==> src/adc_defs.svh <==
// Constants for the converter output path and its capture controller.
// Assumes it is included by bare name from the package, the checker and the bench.
`ifndef ADC_DEFS_SVH
`define ADC_DEFS_SVH

// ****************************************
// Converter register addresses
// ****************************************
`define ADDR_POWER_MODES 8'h08
`define ADDR_DCS_CTRL 8'h09
`define ADDR_CLOCK_DIVIDE 8'h0b
`define ADDR_OUTPUT_MODE 8'h14
`define ADDR_PATH_STATUS 8'h15
`define ADDR_REQ_CTRL 8'h3c
`define ADDR_REQ_TUNING 8'h3e
`define ADDR_BAND_CENTER 8'h3f

// ****************************************
// Converter fields and reset values
// ****************************************
`define OUT_DISABLE_BIT 4
`define REQ_ENABLE_BIT 0
`define RST_OUTPUT_MODE 8'h01
`define RST_ZERO 8'h00
`define FS_POS 11'h3ff
`define FS_NEG 11'h400
`define SIGN_FLIP 11'h400
`define REQ_GAIN_Q8 20'h000ef
`define TUNE_MAX_22 6'h38
`define TUNE_MAX_33 6'h21
`define BAND_HALF_22 8'h16
`define BAND_HALF_33 8'h21

// ****************************************
// Timing
// ****************************************
`define CLOCK_PERIOD_NS 50
`define RELOCK_MIN_NS 1500
`define RELOCK_MAX_NS 5000
`define RELOCK_DEV_CYCLES ((`RELOCK_MIN_NS + `CLOCK_PERIOD_NS - 1) / `CLOCK_PERIOD_NS)
`define RELOCK_HOST_CYCLES ((`RELOCK_MAX_NS + `CLOCK_PERIOD_NS - 1) / `CLOCK_PERIOD_NS)
`define DCS_MIN_MHZ 40
`define LAT_PLAIN 10
`define LAT_REQ 13
`define LAT_OVERRANGE 10
`define WAKE_DOWN_CYCLES 5'h10
`define WAKE_STANDBY_CYCLES 5'h04

// ****************************************
// Controller register addresses and AXI response codes
// ****************************************
`define HOST_CMD 8'h00
`define HOST_STATUS 8'h04
`define HOST_SAMPLE 8'h08
`define HOST_COUNT 8'h0c
`define AXI_OKAY 2'h0
`define AXI_SLVERR 2'h2

`endif

==> src/adc_pkg.sv <==
// Types shared by the converter output path and its capture controller.
// Assumes the constants header sits in the same folder.
package adc_pkg;
`include "adc_defs.svh"

   typedef logic [10:0] sample_t;
   typedef logic [7:0] reg_byte_t;

   typedef enum logic [1:0] {
      PWR_NORMAL = 2'h0,
      PWR_DOWN = 2'h1,
      PWR_STANDBY = 2'h2,
      PWR_SPARE = 2'h3
   } power_mode_t;

   typedef enum logic [1:0] {
      FMT_OFFSET = 2'h0,
      FMT_TWOS = 2'h1,
      FMT_GRAY = 2'h2,
      FMT_SPARE = 2'h3
   } out_format_t;

   typedef enum logic [1:0] {
      H_IDLE = 2'h0,
      H_WAIT = 2'h1,
      H_SETTLE = 2'h2
   } host_state_t;
endpackage

==> src/adc_link_if.sv <==
// Link between the converter output path and the capture controller.
// Assumes both ends run on one clock; the host captures samples only while sample_oe is high.
`timescale 1ns/1ps
interface adc_link_if;
   adc_pkg::sample_t sample_data;
   logic sample_oe;
   logic overrange;
   logic data_clock_out;
   logic reg_req;
   logic reg_we;
   adc_pkg::reg_byte_t reg_addr;
   adc_pkg::reg_byte_t reg_wdata;
   adc_pkg::reg_byte_t reg_rdata;
   logic reg_ack;

   modport device_end (
      output sample_data,
      output sample_oe,
      output overrange,
      output data_clock_out,
      input reg_req,
      input reg_we,
      input reg_addr,
      input reg_wdata,
      output reg_rdata,
      output reg_ack
   );

   modport host_end (
      input sample_data,
      input sample_oe,
      input overrange,
      input data_clock_out,
      output reg_req,
      output reg_we,
      output reg_addr,
      output reg_wdata,
      input reg_rdata,
      input reg_ack
   );
endinterface

==> src/adc_output_path.sv <==
// Converter digital control and output path: divider, stabilizer, power, requantizer, format.
// Assumes raw samples arrive on clock and the register port is driven by the capture controller.
`timescale 1ns/1ps
module adc_output_path #(
   parameter int INPUT_CLOCK_MHZ = 20
) (
   input wire logic clock,
   input wire logic nrst,
   input wire logic signed [11:0] adc_raw,
   output logic reference_on,
   output logic dcs_locked,
   adc_link_if.device_end link
);
   import adc_pkg::*;

   // ****************************************
   // State
   // ****************************************
   typedef struct packed {
      reg_byte_t power_modes;
      reg_byte_t dcs_ctrl;
      reg_byte_t clock_divide;
      reg_byte_t output_mode;
      reg_byte_t req_ctrl;
      reg_byte_t req_tuning;
      logic dcs_written;
      logic [2:0] div_cnt;
      logic [6:0] relock_cnt;
      logic [4:0] wake_cnt;
      logic [`LAT_REQ-1:0][10:0] data_pipe;
      logic [`LAT_REQ-1:0] or_pipe;
      logic [7:0] req_residue;
      sample_t sample_data;
      logic sample_oe;
      logic overrange;
      logic data_clock_out;
      logic reference_on;
      logic dcs_locked;
      reg_byte_t reg_rdata;
      logic reg_ack;
   } dev_state_t;

   dev_state_t s_r;
   dev_state_t s_nxt;
   power_mode_t pmode;
   logic running;
   logic tick;
   logic dcs_on;
   logic dcs_usable;
   logic bw33;
   logic req_on;
   logic over;
   logic signed [10:0] clipped;
   logic signed [19:0] product;
   sample_t stage0;
   sample_t tap;
   sample_t offset_code;
   sample_t formatted;
   logic [5:0] tune_limit;
   reg_byte_t band_center;
   reg_byte_t status;

   // ****************************************
   // Next state
   // ****************************************
   always_comb begin
      s_nxt = s_r;
      s_nxt.reg_ack = 1'b0;
      pmode = power_mode_t'(s_r.power_modes[1:0]);
      running = (pmode != PWR_DOWN) && (pmode != PWR_STANDBY) && (s_r.wake_cnt == 5'h00);
      tick = running && (s_r.div_cnt == s_r.clock_divide[2:0]);

      if (!running || tick) begin
         s_nxt.div_cnt = 3'h0;
      end else begin
         s_nxt.div_cnt = 3'(s_r.div_cnt + 3'h1);
      end

      if (pmode == PWR_DOWN) begin
         s_nxt.wake_cnt = `WAKE_DOWN_CYCLES;
      end else if (pmode == PWR_STANDBY) begin
         s_nxt.wake_cnt = `WAKE_STANDBY_CYCLES;
      end else if (s_r.wake_cnt != 5'h00) begin
         s_nxt.wake_cnt = 5'(s_r.wake_cnt - 5'h01);
      end

      if (s_r.relock_cnt != 7'h00) begin
         s_nxt.relock_cnt = 7'(s_r.relock_cnt - 7'h01);
      end

      // Stabilizer state.
      dcs_on = s_r.dcs_written ? s_r.dcs_ctrl[0] : (s_r.clock_divide[2:0] != 3'h0);
      dcs_usable = (INPUT_CLOCK_MHZ / (int'(s_r.clock_divide[2:0]) + 1)) >= `DCS_MIN_MHZ;
      s_nxt.dcs_locked = dcs_on && dcs_usable && (s_nxt.relock_cnt == 7'h00);

      // Requantizer band and tuning.
      req_on = s_r.req_ctrl[`REQ_ENABLE_BIT];
      bw33 = (s_r.req_ctrl[3:1] == 3'h1);
      tune_limit = bw33 ? `TUNE_MAX_33 : `TUNE_MAX_22;
      band_center = {2'h0, s_r.req_tuning[5:0]} + (bw33 ? `BAND_HALF_33 : `BAND_HALF_22);
      status = {4'h0, (s_r.req_tuning[5:0] <= tune_limit), running, (s_r.relock_cnt != 7'h00),
                s_r.dcs_locked};

      // ****************************************
      // Register port
      // ****************************************
      if (link.reg_req) begin
         s_nxt.reg_ack = 1'b1;
         if (link.reg_we) begin
            if (link.reg_addr == `ADDR_POWER_MODES) begin
               s_nxt.power_modes = link.reg_wdata;
            end else if (link.reg_addr == `ADDR_DCS_CTRL) begin
               s_nxt.dcs_ctrl = link.reg_wdata;
               s_nxt.dcs_written = 1'b1;
            end else if (link.reg_addr == `ADDR_CLOCK_DIVIDE) begin
               s_nxt.clock_divide = {5'h00, link.reg_wdata[2:0]};
               if (link.reg_wdata[2:0] != s_r.clock_divide[2:0]) begin
                  s_nxt.relock_cnt = 7'(`RELOCK_DEV_CYCLES);
                  s_nxt.dcs_locked = 1'b0;
               end
            end else if (link.reg_addr == `ADDR_OUTPUT_MODE) begin
               s_nxt.output_mode = link.reg_wdata;
            end else if (link.reg_addr == `ADDR_REQ_CTRL) begin
               s_nxt.req_ctrl = link.reg_wdata;
            end else if (link.reg_addr == `ADDR_REQ_TUNING) begin
               s_nxt.req_tuning = {2'h0, link.reg_wdata[5:0]};
            end
         end else begin
            if (link.reg_addr == `ADDR_POWER_MODES) begin
               s_nxt.reg_rdata = s_r.power_modes;
            end else if (link.reg_addr == `ADDR_DCS_CTRL) begin
               s_nxt.reg_rdata = {7'h00, dcs_on};
            end else if (link.reg_addr == `ADDR_CLOCK_DIVIDE) begin
               s_nxt.reg_rdata = s_r.clock_divide;
            end else if (link.reg_addr == `ADDR_OUTPUT_MODE) begin
               s_nxt.reg_rdata = s_r.output_mode;
            end else if (link.reg_addr == `ADDR_PATH_STATUS) begin
               s_nxt.reg_rdata = status;
            end else if (link.reg_addr == `ADDR_REQ_CTRL) begin
               s_nxt.reg_rdata = s_r.req_ctrl;
            end else if (link.reg_addr == `ADDR_REQ_TUNING) begin
               s_nxt.reg_rdata = s_r.req_tuning;
            end else if (link.reg_addr == `ADDR_BAND_CENTER) begin
               s_nxt.reg_rdata = band_center;
            end else begin
               s_nxt.reg_rdata = `RST_ZERO;
            end
         end
      end

      // ****************************************
      // Sample path
      // ****************************************
      over = (adc_raw > 12'sh3ff) || (adc_raw < -12'sh400);
      if (adc_raw > 12'sh3ff) begin
         clipped = `FS_POS;
      end else if (adc_raw < -12'sh400) begin
         clipped = `FS_NEG;
      end else begin
         clipped = adc_raw[10:0];
      end
      product = 20'(clipped) * $signed(`REQ_GAIN_Q8) + $signed({12'h000, s_r.req_residue});
      stage0 = req_on ? product[18:8] : clipped;
      tap = req_on ? s_r.data_pipe[`LAT_REQ-1] : s_r.data_pipe[`LAT_PLAIN-1];
      offset_code = tap ^ `SIGN_FLIP;
      case (out_format_t'(s_r.output_mode[1:0]))
         FMT_OFFSET: formatted = offset_code;
         FMT_GRAY: formatted = offset_code ^ (offset_code >> 1);
         default: formatted = tap;
      endcase

      if (tick) begin
         s_nxt.req_residue = req_on ? product[7:0] : 8'h00;
         s_nxt.data_pipe[0] = stage0;
         s_nxt.or_pipe[0] = over;
         for (int i = 1; i < `LAT_REQ; i++) begin
            s_nxt.data_pipe[i] = s_r.data_pipe[i-1];
            s_nxt.or_pipe[i] = s_r.or_pipe[i-1];
         end
         s_nxt.sample_data = formatted;
         s_nxt.overrange = s_r.or_pipe[`LAT_OVERRANGE-1];
         s_nxt.data_clock_out = ~s_r.data_clock_out;
      end

      s_nxt.sample_oe = (pmode != PWR_DOWN) && !s_nxt.output_mode[`OUT_DISABLE_BIT];
      s_nxt.reference_on = (pmode != PWR_DOWN);
   end

   // ****************************************
   // Registers
   // ****************************************
   always_ff @(posedge clock) begin
      if (!nrst) begin
         s_r <= '0;
         s_r.output_mode <= `RST_OUTPUT_MODE;
      end else begin
         s_r <= s_nxt;
      end
   end

   assign link.sample_data = s_r.sample_data;
   assign link.sample_oe = s_r.sample_oe;
   assign link.overrange = s_r.overrange;
   assign link.data_clock_out = s_r.data_clock_out;
   assign link.reg_rdata = s_r.reg_rdata;
   assign link.reg_ack = s_r.reg_ack;
   assign reference_on = s_r.reference_on;
   assign dcs_locked = s_r.dcs_locked;
endmodule

==> src/flat_wrapper.sv <==
// flat-port wrapper written by rule: the top's interface ports become plain ports
module adc_output_path_flat import adc_pkg::*;
#(
   parameter int INPUT_CLOCK_MHZ = 20
)
  (clock, nrst, adc_raw, reference_on, dcs_locked, link_sample_data, link_sample_oe, link_overrange, link_data_clock_out, link_reg_req, link_reg_we, link_reg_addr, link_reg_wdata, link_reg_rdata, link_reg_ack);
  adc_link_if link_i ();
  input wire logic clock;
  input wire logic nrst;
  input wire logic signed [11:0] adc_raw;
  output logic reference_on;
  output logic dcs_locked;
  output wire logic [$bits(link_i.sample_data)-1:0] link_sample_data;
  output wire logic [$bits(link_i.sample_oe)-1:0] link_sample_oe;
  output wire logic [$bits(link_i.overrange)-1:0] link_overrange;
  output wire logic [$bits(link_i.data_clock_out)-1:0] link_data_clock_out;
  input wire logic [$bits(link_i.reg_req)-1:0] link_reg_req;
  input wire logic [$bits(link_i.reg_we)-1:0] link_reg_we;
  input wire logic [$bits(link_i.reg_addr)-1:0] link_reg_addr;
  input wire logic [$bits(link_i.reg_wdata)-1:0] link_reg_wdata;
  output wire logic [$bits(link_i.reg_rdata)-1:0] link_reg_rdata;
  output wire logic [$bits(link_i.reg_ack)-1:0] link_reg_ack;
  assign link_sample_data = link_i.sample_data;
  assign link_sample_oe = link_i.sample_oe;
  assign link_overrange = link_i.overrange;
  assign link_data_clock_out = link_i.data_clock_out;
  assign link_i.reg_req = link_reg_req;
  assign link_i.reg_we = link_reg_we;
  assign link_i.reg_addr = link_reg_addr;
  assign link_i.reg_wdata = link_reg_wdata;
  assign link_reg_rdata = link_i.reg_rdata;
  assign link_reg_ack = link_i.reg_ack;
  adc_output_path #(.INPUT_CLOCK_MHZ(INPUT_CLOCK_MHZ)) u_core (.clock(clock), .nrst(nrst), .adc_raw(adc_raw), .reference_on(reference_on), .dcs_locked(dcs_locked), .link(link_i));
endmodule
==> config.mk <==
export PLATFORM = sky130hd
export DESIGN_NAME = adc_output_path_flat
export DESIGN_NICKNAME = d
export VERILOG_FILES = /design/src/adc_pkg.sv /design/src/adc_link_if.sv /design/src/adc_output_path.sv /design/src/flat_wrapper.sv
export VERILOG_INCLUDE_DIRS = /design/src
export SDC_FILE = /design/constraint.sdc
export NUM_CORES = 1
export LEC_CHECK = 0
export ABC_AREA = 1
export BUFFER_PORTS_ARGS = -buffer_cell sky130_fd_sc_hd__buf_2
export CAP_MARGIN = 25
export CORE_ASPECT_RATIO = 1.75
export CORE_MARGIN = 1.5
export CORE_UTILIZATION = 54
export CTS_BUF_LIST = sky130_fd_sc_hd__clkbuf_8 sky130_fd_sc_hd__clkbuf_16
export CTS_CLUSTER_SIZE = 40
export DETAILED_ROUTE_END_ITERATION = 8
export PLACE_DENSITY = 0.7
export RECOVER_POWER = 50
export SYNTH_ARGS = -nofsm -noshare
export SYNTH_HDL_FRONTEND = slang
export SYNTH_SLANG_ARGS = --single-unit
==> constraint.sdc <==
create_clock -name clock -period 40.8 [get_ports clock]
set_input_delay 8.16 -clock clock [delete_from_list [all_inputs] [get_ports clock]]
set_output_delay 8.16 -clock clock [all_outputs]
set_load 0.1 [all_outputs]
==> impl_metrics.yaml <==
status:
  run_status: "finished, violations left"
  violations: "max-capacitance violations, max-slew violations"
routing:
  dr.pass1.iters: 6
  drt_iter0_drc: 1722
  drc: 0
  antenna_left: 0
  wl_mm: 101
  viasPerCell: 5.52
  vias: 33000
  avgRoutedWirePerCell_um: 16.8
floorplanning:
  num_io_pins: 57
  initial_core_util_pct: 54.7
  die_h_um: 335
  dieArea_sq_um: 64700
  core_area_sq_um: 62400
  die_w_um: 193
  rows: 121
synth:
  ys_ff_latch: 236
  synth_seq_area_share_pct: 13.9
  syn_inst: 5208
  netlist_top_cells_area: "dfxtp_1 (14%), nand2_1 (12%), nor2_1 (7.4%)"
  synth_common_cells: "nand2_1 (1064), nor2_1 (669), inv_1 (600)"
  synth_edf_count: 0
  yosysTopAreaCell: "dfxtp_1"
  synth.most_common_cell: "nand2_1"
  syn-mean-instance-area_sq_um: 6.55
  synth_flop_cell: "dfxtp_1"
  synth_async_sr_flop_share_pct: 0
  netlist_area_sq_um: 34100
  synth_cell_types: 79
  yosysTopAreaCellShare_pct: 13.9
  yosysWarningCount: 0
  syn_nets: 5412
grt:
  grt_busiest_layer: "met2"
  grt_pass1_vias: 32600
  grt_use_met3_pct: 4.34
  grt_max_degree: 131
  antenna_found_initial: 2
  global_route.usage.met1_pct: 29.5
  grt_overflow: 0
  grtUsageMet2_pct: 58.7
  grt.total_usage_pct: 31.1
  grt_pass1_wl_mm: 161
clock_tree:
  cts.clk_slew.worst_paths_ns: 0.07
  numClockSinks: 236
  insertion_delay_ns: 0.52
  cts-root-buf: "clkbuf_16"
  cts_tree: "done"
  clockBufferDepth: 3
  cts_buffers: 21
  hold_buffers: 0
  htree_levels: 1
worst_setup_path:
  path_common_cell: "nand2_1"
  slowest_stage: "dfxtp_2"
  end_kind: "flop"
  cp-start-kind: "flop"
  cp_max_fo: 37
  cp_slowest_stage_delay_ns: 0.44
  cp.arrival_ns: 37.66
  path_class: "reg -> reg"
  cp.required_ns: 41.21
finish:
  drive_gt1_share_pct: 23.8
  syn_to_final_growth_pct: 2.72
  n_antenna_cell: 0
  post-route-util_pct: 56.2
  fin_nets: 5376
sta:
  fin_crit_ns: 37.25
  finalMaxSlewViolations: 226
  finalClockSkew_ns: 0.0228
  tightest_slew_ns: 4.29
  period_share_pct: 91.3
  fmaxAchievable_mhz: 26.8
  fin_setup_tns_ns: 0
  setup_violations: 0
  hold_violations: 0
  slew-limit-headroom_pct: -186
place:
  io_buffers: 56
  gp_congestion: 1.01
  dp_hpwl_mm: 78.4
job:
  drv_cap: 3
worst_hold_path:
  hp-class: "reg -> reg"
power_and_ir_drop:
  total_power_w: 0.00257
  power_leakage_nw: 18.6
  power_density_nw_per_um2: 73.5
  peakVddDrop_mv: 0.0691
-- layout make-up --
cell class,instances,area (sq um)
clock buffers,23,553
inverters,770,3200
clock inverters,13,148
fillers,6345,27300
multi-input cells,4035,24700
flip-flops and latches,236,4730
repair buffers,108,682
well taps,799,1000
-- kinds of logic after synthesis --
logic type      synth area share (%)
simple gates                    53.9
buf+inv                         14.0
compound gates                  8.75
flops                           13.9
fa+ha+maj                       7.48
xor+xnor                        1.94
mux                           0.0881
-- routing by layer --
metal  vias to the layer above  share of wire, %
met5                         -             0.027
met4                         4               8.8
met3                       449               4.6
met2                       919                52
met1                     15200                34
li1                      16500                 -
-- sequential cells by signal (all words and copies together) (netlist names), 2 cells and up --
name / cells
u_core.pmode: 2
u_core.link.sample_data: 11
u_core.s_r: 208
u_core.link.reg_rdata: 8
-- path summary, 6_finish.rpt --
path / slack, ns / depth (start not counted) / start / to
max: 3.55 / 263 / u_core.s_r[230]$_SDFFE_PN0P_ / u_core.dcs_locked$_SDFF_PN0_
min: 0.46 / 1 / u_core.link.data_clock_out$_SDFFE_PN0P_ / u_core.link.data_clock_out$_SDFFE_PN0P_
max reg2reg: 3.55 / 263 / u_core.s_r[230]$_SDFFE_PN0P_ / u_core.dcs_locked$_SDFF_PN0_
min reg2reg: 0.46 / 1 / u_core.link.data_clock_out$_SDFFE_PN0P_ / u_core.link.data_clock_out$_SDFFE_PN0P_
-- worst max-delay path, delay by kind of cell (launching register included) --
kind	cells	cell delay, ns
buffers and inverters	44	3.89
AOI/OAI and AO/OA	32	4.41
DFF	1	0.44
and+or+nand+nor	159	18.79
adders and majority gates	28	9.49
-- placed cells by master, fill, tap and decap left out, drive strengths merged, types with 3 or more instances in the layout --
cell type     n
nand2      1493
nor2        898
inv         702
nand3       567
o21ai       344
dfxtp       236
nand4       178
a21oi       149
ha          119
buf         104
clkinv       72
fa           53
xor2         47
nor3         46
nand3b       40
clkbuf       27
xnor2        26
o21bai       17
or2          15
bufinv        8
o211ai        6
and2          6
o22ai         5
nor4          5
a31oi         3
mux2i         3
a21o          3
-- per-stage QoR --
step	cells	worst slack, ns	hold WS [ns]	instance area, sq um
2_1_floorplan	5208	4.35	0.425	34100
3_3_place_gp	5921	1.84	0.438	34000
3_5_place_dp	5923	0.587	0.446	34000
4_1_cts	5959	0.456	0.458	34700
5_1_grt	5984	-0.111	0.476	35000
6_report	5984	3.55	0.458	35000
-- where the power goes --
| part | total, W | switching [W] | internal [W] |
|---|---|---|---|
| Combinational | 0.00202 | 0.00141 | 0.000610 |
| Clock | 0.000205 | 0.0000882 | 0.000117 |
| Sequential | 0.000349 | 0.0000385 | 0.000310 |
-- what timing repair did --
item,4_1_cts,5_1_grt
setup buffers,0,18
setup endpoints to repair,0,1
resized for setup,0,32
(Power assumes the default switching activity.)
